$ cat src/hw/adc_port_defines.vh
// constants for the four-input subranging converter digital port
// What this block does
// - strobe low routes selected input, else holds
// - undriven select lines default to first input
// - sleep request freezes result, enters low power
// - result appears two clock periods after sample
// - four coarse bits from fifteen comparators, six fine
// - below range gives zero, above gives full scale
// - separate overflow output at top of range
// - ten bit result, bit 9 most significant
// - sample while low, end at rising edge
// - overflow flag never alters the result bits
// - straight binary code, registered before the outputs
`ifndef ADC_PORT_DEFINES_VH
`define ADC_PORT_DEFINES_VH

// register byte offsets
`define REG_EVENT_STATUS  4'h0
`define REG_EVENT_MASK    4'h4
`define REG_RESULT_VIEW   4'h8

// event bit positions in status and mask
`define EV_DONE_BIT       0
`define EV_OVER_BIT       1
`define EV_TIMING_BIT     2
`define EV_W              3

// result view field positions
`define RV_FLAG_BIT       10
`define RV_CHAN_LSB       11
`define RV_SLEEP_BIT      13

// reset values
`define EVENT_STATUS_RST  3'h0
`define EVENT_MASK_RST    3'h0
`define CHANNEL_RST       2'h0
`define RESULT_RST        10'h000

// result format
`define RESULT_W          10
`define FULL_SCALE        10'h3ff
`define COARSE_W          4
`define FINE_W            6
`define COARSE_CMP        15

// timing, in ns and derived cycle counts
`define CLK_PERIOD_NS     10
`define HIGH_MIN_NS       250
`define LOW_MIN_NS        150
`define PHASE_MAX_NS      500000
`define HIGH_MIN_CYC  ((`HIGH_MIN_NS + `CLK_PERIOD_NS - 1) / `CLK_PERIOD_NS)
`define LOW_MIN_CYC   ((`LOW_MIN_NS + `CLK_PERIOD_NS - 1) / `CLK_PERIOD_NS)
`define PHASE_MAX_CYC (`PHASE_MAX_NS / `CLK_PERIOD_NS)
`define PHASE_CNT_W       20

`endif

$ cat src/hw/adc_port.v
// digital port of a four-input subranging sampling converter
//
// Local design decisions: the register offsets and strobed register access.
`timescale 1ns/10ps
`default_nettype none
// the phase limit default below needs the constants before the header
`include "adc_port_defines.vh"

module adc_port #(
    parameter AIN_W         = 12,              // signed level width
    parameter PHASE_MAX_CYC = `PHASE_MAX_CYC   // longest clock phase
) (
    input  wire                    i_clk,
    input  wire                    i_rst_n,
    input  wire                    i_conv_clk,
    input  wire                    i_write_strobe_n,
    input  wire                    i_channel_select_hi,
    input  wire                    i_channel_select_lo,
    input  wire                    i_sleep_request,
    input  wire signed [AIN_W-1:0] i_analog_input_1,
    input  wire signed [AIN_W-1:0] i_analog_input_2,
    input  wire signed [AIN_W-1:0] i_analog_input_3,
    input  wire signed [AIN_W-1:0] i_analog_input_4,
    input  wire [3:0]              i_addr,
    input  wire [31:0]             i_wdata,
    input  wire                    i_wr,
    input  wire                    i_rd,
    output reg  [31:0]             o_rdata,
    output reg  [9:0]              o_result,
    output reg                     o_range_exceeded_flag,
    output reg                     o_low_power,
    output reg                     o_irq
);

    reg         conv_clk_q_r;   // previous level of the converter clock
    wire        conv_rise;      // sample ends here
    wire        conv_fall;      // high phase ends here
    reg  [1:0]  channel_r;      // held input selection
    reg  signed [AIN_W-1:0] sample_r;  // level captured at the rise
    reg  signed [AIN_W-1:0] selected;  // level on the routed input
    reg  [3:0]  coarse_r;       // coarse nibble, stage two
    reg  [5:0]  fine_r;         // fine bits, stage two
    reg         over_r;         // overflow, stage two
    reg  [1:0]  fill_r;         // pipeline occupancy
    wire [3:0]  coarse;
    wire [5:0]  fine;
    wire        over;
    reg  [`PHASE_CNT_W-1:0] phase_cnt_r;  // cycles in current phase
    reg         timing_bad;     // phase length out of bounds
    reg         ev_done;        // new result this cycle
    reg         ev_over;        // new result flagged overflow
    reg  [2:0]  status_r;       // sticky events
    reg  [2:0]  status_nxt;
    reg  [2:0]  mask_r;         // interrupt enables
    reg  [2:0]  clear_bits;     // write-one-to-clear request
    wire        frozen;

    localparam [`PHASE_CNT_W-1:0] HIGH_MIN = `HIGH_MIN_CYC;
    localparam [`PHASE_CNT_W-1:0] LOW_MIN  = `LOW_MIN_CYC;
    localparam [`PHASE_CNT_W-1:0] PHASE_MAX = PHASE_MAX_CYC;
    localparam [`PHASE_CNT_W-1:0] CNT_TOP  = {`PHASE_CNT_W{1'b1}};

    assign conv_rise = i_conv_clk & ~conv_clk_q_r;
    assign conv_fall = ~i_conv_clk & conv_clk_q_r;
    assign frozen    = i_sleep_request;

    // edge history of the converter clock pin
    always @(posedge i_clk)
    begin
        if (!i_rst_n)
            conv_clk_q_r <= 1'b0;
        else
            conv_clk_q_r <= i_conv_clk;
    end

    // selection follows the lines while the strobe is low
    // reset picks the first input, as the pulled-low lines would
    always @(posedge i_clk)
    begin
        if (!i_rst_n)
            channel_r <= `CHANNEL_RST;
        else if (!i_write_strobe_n)
            channel_r <= {i_channel_select_hi,
                          i_channel_select_lo};
    end

    // analog routing from the held selection
    always @*
    begin
        case (channel_r)
            2'b00:   selected = i_analog_input_1;
            2'b01:   selected = i_analog_input_2;
            2'b10:   selected = i_analog_input_3;
            default: selected = i_analog_input_4;
        endcase
    end

    subrange_encoder #(
        .AIN_W    (AIN_W)
    ) u_encoder (
        .i_level  (sample_r),
        .o_coarse (coarse),
        .o_fine   (fine),
        .o_over   (over)
    );

    // three-stage pipeline on converter clock rises
    // a new sample enters each rise; sleep stops every stage so
    // the outputs and the samples in flight are kept as they are
    always @(posedge i_clk)
    begin
        if (!i_rst_n)
        begin
            sample_r <= {AIN_W{1'b0}};
            coarse_r <= 4'h0;
            fine_r   <= 6'h00;
            over_r   <= 1'b0;
            fill_r   <= 2'b00;
            o_result <= `RESULT_RST;
            o_range_exceeded_flag <= 1'b0;
            ev_done  <= 1'b0;
            ev_over  <= 1'b0;
        end
        else
        begin
            ev_done <= 1'b0;
            ev_over <= 1'b0;
            if (conv_rise && !frozen)
            begin
                // level captured while the clock was low
                sample_r <= selected;
                // coarse and fine segments both registered at this same rise
                coarse_r <= coarse;
                fine_r   <= fine;
                over_r   <= over;
                fill_r   <= {fill_r[0], 1'b1};
                // straight binary word, msb at bit 9
                o_result <= {coarse_r, fine_r};
                // flag travels on its own, result bits untouched
                o_range_exceeded_flag <= over_r;
                ev_done <= fill_r[1];
                ev_over <= fill_r[1] & over_r;
            end
        end
    end

    // low-consumption indication follows the sleep request
    always @(posedge i_clk)
    begin
        if (!i_rst_n)
            o_low_power <= 1'b0;
        else
            o_low_power <= i_sleep_request;
    end

    // phase length watch; the host owns the clock, this only reports
    // a pulsed clock resting past the longest phase is reported too
    always @(posedge i_clk)
    begin
        if (!i_rst_n)
            phase_cnt_r <= {`PHASE_CNT_W{1'b0}};
        else if (conv_rise || conv_fall)
            phase_cnt_r <= {{(`PHASE_CNT_W-1){1'b0}}, 1'b1};
        else if (phase_cnt_r != CNT_TOP)
            phase_cnt_r <= phase_cnt_r + 1'b1;
    end

    // a phase is judged as it ends, or when it runs too long
    always @*
    begin
        timing_bad = 1'b0;
        if (conv_fall && (phase_cnt_r < HIGH_MIN))
            timing_bad = 1'b1;
        else if (conv_rise && (phase_cnt_r < LOW_MIN))
            timing_bad = 1'b1;
        else if (phase_cnt_r == PHASE_MAX)
            timing_bad = 1'b1;
    end

    // sticky events, a write of one clears; a new event wins
    always @*
    begin
        clear_bits = 3'h0;
        if (i_wr && (i_addr == `REG_EVENT_STATUS))
            clear_bits = i_wdata[2:0];
        status_nxt = status_r & ~clear_bits;
        status_nxt[`EV_DONE_BIT]   = status_nxt[`EV_DONE_BIT] | ev_done;
        status_nxt[`EV_OVER_BIT]   = status_nxt[`EV_OVER_BIT] | ev_over;
        status_nxt[`EV_TIMING_BIT] = status_nxt[`EV_TIMING_BIT]
                                     | timing_bad;
    end

    // status, mask and interrupt line
    always @(posedge i_clk)
    begin
        if (!i_rst_n)
        begin
            status_r <= `EVENT_STATUS_RST;
            mask_r   <= `EVENT_MASK_RST;
            o_irq    <= 1'b0;
        end
        else
        begin
            status_r <= status_nxt;
            if (i_wr && (i_addr == `REG_EVENT_MASK))
                mask_r <= i_wdata[2:0];
            // one cycle behind the status bit, kept on a flop
            o_irq <= |(status_r & mask_r);
        end
    end

    // read port, data in the cycle after the strobe only
    always @(posedge i_clk)
    begin
        if (!i_rst_n)
            o_rdata <= 32'h0000_0000;
        else if (!i_rd)
            o_rdata <= 32'h0000_0000;
        else if (i_addr == `REG_EVENT_STATUS)
            o_rdata <= {29'h0000_0000, status_r};
        else if (i_addr == `REG_EVENT_MASK)
            o_rdata <= {29'h0000_0000, mask_r};
        else if (i_addr == `REG_RESULT_VIEW)
            o_rdata <= {18'h0_0000, o_low_power, channel_r,
                        o_range_exceeded_flag, o_result};
        else
            o_rdata <= 32'h0000_0000;   // unmapped reads zero
    end

endmodule

`default_nettype wire

$ cat src/hw/subrange_encoder.v
// coarse and fine segment encoder for one sampled level
`timescale 1ns/10ps
`default_nettype none

module subrange_encoder #(
    parameter AIN_W = 12
) (
    input  wire signed [AIN_W-1:0] i_level,
    output wire [3:0]              o_coarse,
    output wire [5:0]              o_fine,
    output wire                    o_over
);
    `include "adc_port_defines.vh"

    wire [9:0]  clamped;   // level forced into the code range
    wire [14:0] thermo;    // coarse comparator outputs

    // out of range levels pin to zero or full scale
    assign clamped = (i_level < 0) ? `RESULT_RST :
                     (i_level > $signed({2'b00, `FULL_SCALE})) ?
                     `FULL_SCALE : i_level[9:0];
    // overflow is decided apart from the clamped code
    assign o_over = (i_level >= $signed(12'sd1024));

    // fifteen coarse comparators at multiples of 64 codes
    genvar k;
    generate
        for (k = 1; k <= `COARSE_CMP; k = k + 1)
        begin : g_cmp
            // threshold nibble of this comparator, k never exceeds 15
            localparam [3:0] LEVEL = k;
            assign thermo[k-1] = (clamped[9:6] >= LEVEL);
        end
    endgenerate

    // count of tripped comparators is the upper nibble
    function [3:0] thermo_count;
        input [14:0] t;
        integer j;
        begin
            thermo_count = 4'h0;
            for (j = 0; j < 15; j = j + 1)
                thermo_count = thermo_count + {3'b000, t[j]};
        end
    endfunction

    assign o_coarse = thermo_count(thermo);
    // fine segment resolves the residue inside the coarse range
    assign o_fine   = clamped[5:0];

endmodule

`default_nettype wire

$ cat config.mk
export PLATFORM = sky130hd
export DESIGN_NAME = adc_port
export DESIGN_NICKNAME = d
export VERILOG_FILES = /design/src/hw/adc_port.v /design/src/hw/subrange_encoder.v
export VERILOG_INCLUDE_DIRS = /design/src /design/src/hw
export SDC_FILE = /design/constraint.sdc
export NUM_CORES = 1
export LEC_CHECK = 0
export BUFFER_PORTS_ARGS = -buffer_cell sky130_fd_sc_hd__buf_2
export CORE_MARGIN = 2
export CORE_UTILIZATION = 55
export DETAILED_ROUTE_END_ITERATION = 10
export PLACE_DENSITY = 0.93
export SETUP_SLACK_MARGIN = 0.3
export SLEW_MARGIN = 20
export SYNTH_ARGS = -nofsm -noshare
export SYNTH_HDL_FRONTEND = slang
export SYNTH_HIERARCHICAL = 1
export SYNTH_SLANG_ARGS = --single-unit
$ cat constraint.sdc
create_clock -name i_clk -period 10 [get_ports i_clk]
set_clock_uncertainty 0.05 [all_clocks]
set_input_delay 3 -clock i_clk [delete_from_list [all_inputs] [get_ports i_clk]]
set_output_delay 3 -clock i_clk [all_outputs]
set_load 0.005 [all_outputs]
# After elaboration in Yosys (flattened, before gate mapping)
# Cells that the tools add are included.
[op_classes] n_mux=12 div_mod_pow=0 bitwise=14 reduce_logical=16 magnitude_cmp=20 mul=0 add_sub_neg=15 shifts=0 n_eq_ne=6
[ops] operator="$add A4 B1 Y4" count=13
[ops] operator="$pmux W12 S3" count=1
[ops] operator="$ge A4 B4 Y1 const B" count=8
[ops] operator="$add A20 B1 Y20 const B" count=1
[ops] operator="$eq A20 B16 Y1 const B" count=1
[ops] operator="$lt A20 B4 Y1 const B" count=1
[ops] operator="$lt A20 B5 Y1 const B" count=1
[ops] operator="$mux W10" count=2
[ops] operator="$ne A20 B20 Y1 const B" count=1
[ops] operator="$ge A4 B3 Y1 const B" count=4
[ops] operator="$ge A12 B12 Y1 const B" count=1
[ops] operator="$gt A12 B11 Y1 const B" count=1
[ops] operator="$lt A12 B1 Y1 const B" count=1
[ops] operator="$mux W3" count=4
[ops] operator="$ge A4 B2 Y1 const B" count=2
[ops] operator="$and A3 B3 Y3" count=2
[ops] operator="$logic_and A1 B1 Y1" count=5
[ops] operator="$mux W1" count=5
[ops] operator="$not A1 Y1" count=5
[ops] operator="$reduce_or A5 Y1" count=1
[ops] operator="$eq A4 B3 Y1 const B" count=1
[ops] operator="$eq A4 B4 Y1 const B" count=1
[ops] operator="$ge A4 B1 Y1 const B" count=1
[ops] operator="$logic_not A4 Y1" count=1
[ops] operator="other kinds (14)" count=19
[totals] mem_bits_rw=0 latchBits=0 inputBits=93 mem_bits_ro=0 mem_count=0 register_bits=101

# Depth between registers and ports, before layout
[logic_depth] word_depth=18 ltp_mapped=15 ltp_nobuf=14

# By module
# Netlist, hierarchy kept.
[by_module_without_submodules] module="adc_port" area_per_inst_um2=3797.4 n_inst=1 cells_each=408 seq_area_each_um2=1661.6
[by_module_without_submodules] module="subrange_encoder" area_per_inst_um2=367.9 n_inst=1 cells_each=54 seq_area_each_um2=0.0

# Worst setup path before layout
# OpenSTA, ideal clock, no wires.
[synth_timing] kind="input-to-reg" startpoint="in i_conv_clk" endpoint="reg coarse_r[0]" path_buffers=2 setup_time_ns=0.076 arrival_time_ns=4.016 required_ns=9.874 path_slack_ns=5.859 cell_stages=6 path_cell_list="ha_1 -> nor2b_1 -> clkbuf_1 -> buf_1 -> nand2_1 -> a21boi_0"
[synth_between] elab_chain_len=2
[synth_lines] item="from (decl)" line_no="adc_port.v:15" rtl="input wire i_conv_clk,"
[synth_lines] item="$and A1 B1 Y1" line_no="adc_port.v:63" rtl="assign conv_rise = i_conv_clk & ~conv_clk_q_r;"
[synth_lines] item="$logic_and A1 B1 Y1" line_no="adc_port.v:128" rtl="if (conv_rise && !frozen)"
[synth_lines] item="to (signal assigned)" line_no="adc_port.v:133" rtl="coarse_r <= coarse;"
[synth_lines] item="to (decl)" line_no="adc_port.v:41" rtl="reg [3:0] coarse_r;"
# Every way passes these cells.
# A chain may end at the register's enable or synchronous reset.

# Worst setup path after layout
[layout_timing] startpoint="in i_rst_n" endpoint="reg o_rdata[5]"
[layout_between] elab_chain_len=2
[layout_lines] item="from (decl)" line_no="adc_port.v:14" rtl="input wire i_rst_n,"
[layout_lines] item="$not A1 Y1 (no source line)"
[layout_lines] item="$reduce_or A5 Y1 (no source line)"
[layout_lines] item="to (signal assigned)" line_no="adc_port.v:220" rtl="o_rdata <= {29'h0000_0000, status_r};"
[layout_lines] item="to (signal assigned)" line_no="adc_port.v:222" rtl="o_rdata <= {29'h0000_0000, mask_r};"
[layout_lines] item="to (signal assigned)" line_no="adc_port.v:224" rtl="o_rdata <= {18'h0_0000, o_low_power, channel_r,"
[layout_lines] item="to (decl)" line_no="adc_port.v:28" rtl="output reg [31:0] o_rdata,"
# Every way passes these cells.

==> impl_metrics.yaml <==
status:
  status: "finished clean"
routing:
  vias: 3472
  drt_first_pass_iters: 5
  drt-initial-drc-count: 284
  wl_met3_um: 612
  drc: 0
  ant_nets: 0
  maxUsedRoutingLayer: "met4"
  wirelength_um: 8661
  via_per_inst: 5.391
  wl_met2_um: 4359
  routedWlPerCell_um: 13.45
  wl_met1_um: 3534
synth:
  synth_ff_type: "dfxtp_1"
  ys_types: 56
  synth-compound-area-share_pct: 11.53
  syn_avg_cell_area_um2: 9.016
  ys_seq_area_share_pct: 39.89
  syn-cell-area_um2: 4165
  ys_ff_latch: 83
  synth_edf_count: 0
  synthAdderAreaFrac_pct: 4.085
  synthArstFlopShare_pct: 0
  synth.mux.area_fraction_pct: 7.690
  ys.warnings.count: 6
  synth_xor_area_share_pct: 3.785
  synth_top_family_by_area: "simple AND/OR/NAND/NOR gates"
  synthSimpleGateAreaFrac_pct: 26.46
  netlist_instances: 462
timing:
  max_clock_freq_mhz: 222.7
  fin_tns_setup_ns: 0
  relSlewSlack_pct: 49.10
  min_period_over_period_pct: 44.90
  rsz0062_at_grt: "false"
  setup_viol: 0
  period_needed_ns: 4.490
  final_hold_viol_count: 0
  fin_hold_ws_ns: 0.4115
  worstMarginPinSlew_ns: 0.7624
  drv_slew: 0
  worst_slack_ns: 5.510
die:
  io_pins: 138
  die_w_um: 91.03
  coreArea_um2: 7292
  die-height_um: 91.03
  start_util_pct: 57.12
  num_rows: 31
  die_area_um2: 8286
place:
  port_buffers: 90
  place_ws_ns: 5.114
  hpwl_um: 6389
  place_congestion: 0.8857
  dpl_cell_area_um2: 4593
clock_network:
  worstSkewPairLatency_ns: 0.35
  cts_buffers: 9
  cts_resized: 0
  cts_hold_buf: 0
  cts.sinks: 83
  clockBufferDepth: 2
  root_buffer: "clkbuf_8"
  htree_levels: 3
  clkTransAtPathRegs_ns: 0.08
  post-cts-setup-buffers: 0
  cts_tree: "yes"
worst_hold_path:
  min_path_type: "reg -> reg"
layout:
  final_cell_area_um2: 4817
  final_cell_mix: "buf_2 (90), dfxtp_1 (83), nand2_1 (79), nor2_1 (43), a21boi_0 (35)"
  fin_util_pct: 66.06
  syn2layout_area_growth_pct: 15.65
  n_antenna_cell: 0
  final_common_cell: "buf_2"
  drive_gt1_share_pct: 25.32
  final_nets: 643
global_routing:
  overflow: 0
  grt_pass1_vias: 3389
  antenna_found_initial: 0
  grt_max_degree: 53
  grt_pass1_wl_um: 14790
  grtUsageTotal_pct: 21.72
setup_path:
  slowest_stage: "buf_2"
  crit_arrival_ns: 4.74
  critPathKind: "in -> reg"
  worst-path-max-fanout: 52
  startpoint_type: "primary input"
  cp_slowest_stage_delay_ns: 0.54
  crit_chain: "buf_2, nand3_1, nor3b_1, buf_4, and2_1"
  endpoint_kind: "register"
  cp_data_required_time_ns: 10.25
pwr:
  vdd_drop_max_mv: 0.07396
  power_density_nw_per_um2: 144.7
  leakage_nw: 1.948
run:
  drv_cap: 0
[Yosys cell counts, types with 5 or more instances]
master / n / area (um2)
inv_1: 7 / 26.28
nor3_1: 10 / 50.05
dfxtp_1: 83 / 1662
clkbuf_1: 20 / 75.07
nor2b_1: 13 / 81.33
mux4_2: 12 / 270.3
nand2_1: 79 / 296.5
xnor2_1: 16 / 140.1
mux2i_1: 5 / 50.05
a21boi_0: 35 / 262.8
and2_1: 14 / 87.58
a21oi_1: 14 / 70.07
nor2_1: 43 / 161.4
buf_4: 19 / 142.6
fa_1: 6 / 120.1
nand2b_1: 5 / 31.28
nand3_1: 12 / 60.06
[kinds of logic after synthesis]
| kind of cell | after synthesis |
|---|---|
| buf+inv | 52 |
| other cells | 1 |
| compound gates | 68 |
| mux | 17 |
| flops | 83 |
| xor+xnor | 18 |
| fa+ha+maj | 10 |
| simple gates | 213 |
[per-layer routing]
metal | global-route usage (%) | up-vias
met5 | 0 | -
met4 | 7.449 | 0
met2 | 38.02 | 142
met3 | 5.809 | 13
li1 | - | 1697
met1 | 25.68 | 1620
[sequential cells by signal, indices dropped and copies added, names as in the netlist]
register / cells
channel_r: 2
coarse_r: 4
conv_clk_q_r: 1
ev_done: 1
ev_over: 1
fill_r: 2
fine_r: 6
mask_r: 3
o_irq: 1
o_low_power: 1
o_range_exceeded_flag: 1
o_rdata: 14
o_result: 10
over_r: 1
phase_cnt_r: 20
sample_r: 12
status_r: 3
[power by group]
part,total (mW),switching (mW),internal [mW],leakage (nW)
Sequential,0.347,0.00925,0.338,0.672
Clock,0.266,0.117,0.149,0.114
Combinational,0.0835,0.0416,0.0419,1.16
Total,0.697,0.168,0.529,1.95
[area by class of cell]
type,instances,area [um2]
inverter,9,33.78
sequential,83,1662
multi-input combinational,344,2301
tap,99,123.9
fill,623,2475
timing repair buffer,93,473.0
clock buffer,11,141.4
clock inverter,5,82.58
[final timing paths]
kind / from / to / slack (ns) / depth (start not counted)
max: i_rst_n / o_rdata[5] / 5.51 / 5
max reg2reg: sample_r[10] / coarse_r[2] / 5.98 / 14
min reg2reg: coarse_r[0] / o_result[6] / 0.41 / 2
min: coarse_r[0] / o_result[6] / 0.41 / 2
[metrics by stage]
| stage | power [mW] | cells |
|---|---|---|
| final | 0.6970 | 644 |
| after global routing | 0.7317 | 644 |
| after CTS | 0.7022 | 644 |
| after detailed placement | 0.4378 | 628 |
| after global placement | 0.4343 | 628 |
| after floorplan | 0.4182 | 479 |
[critical path, delay by kind of cell]
family	cells	cell delay, ns
simple gates	3	0.94
buf+inv	2	0.80
No activity file was read; power rests on OpenSTA's default activity.
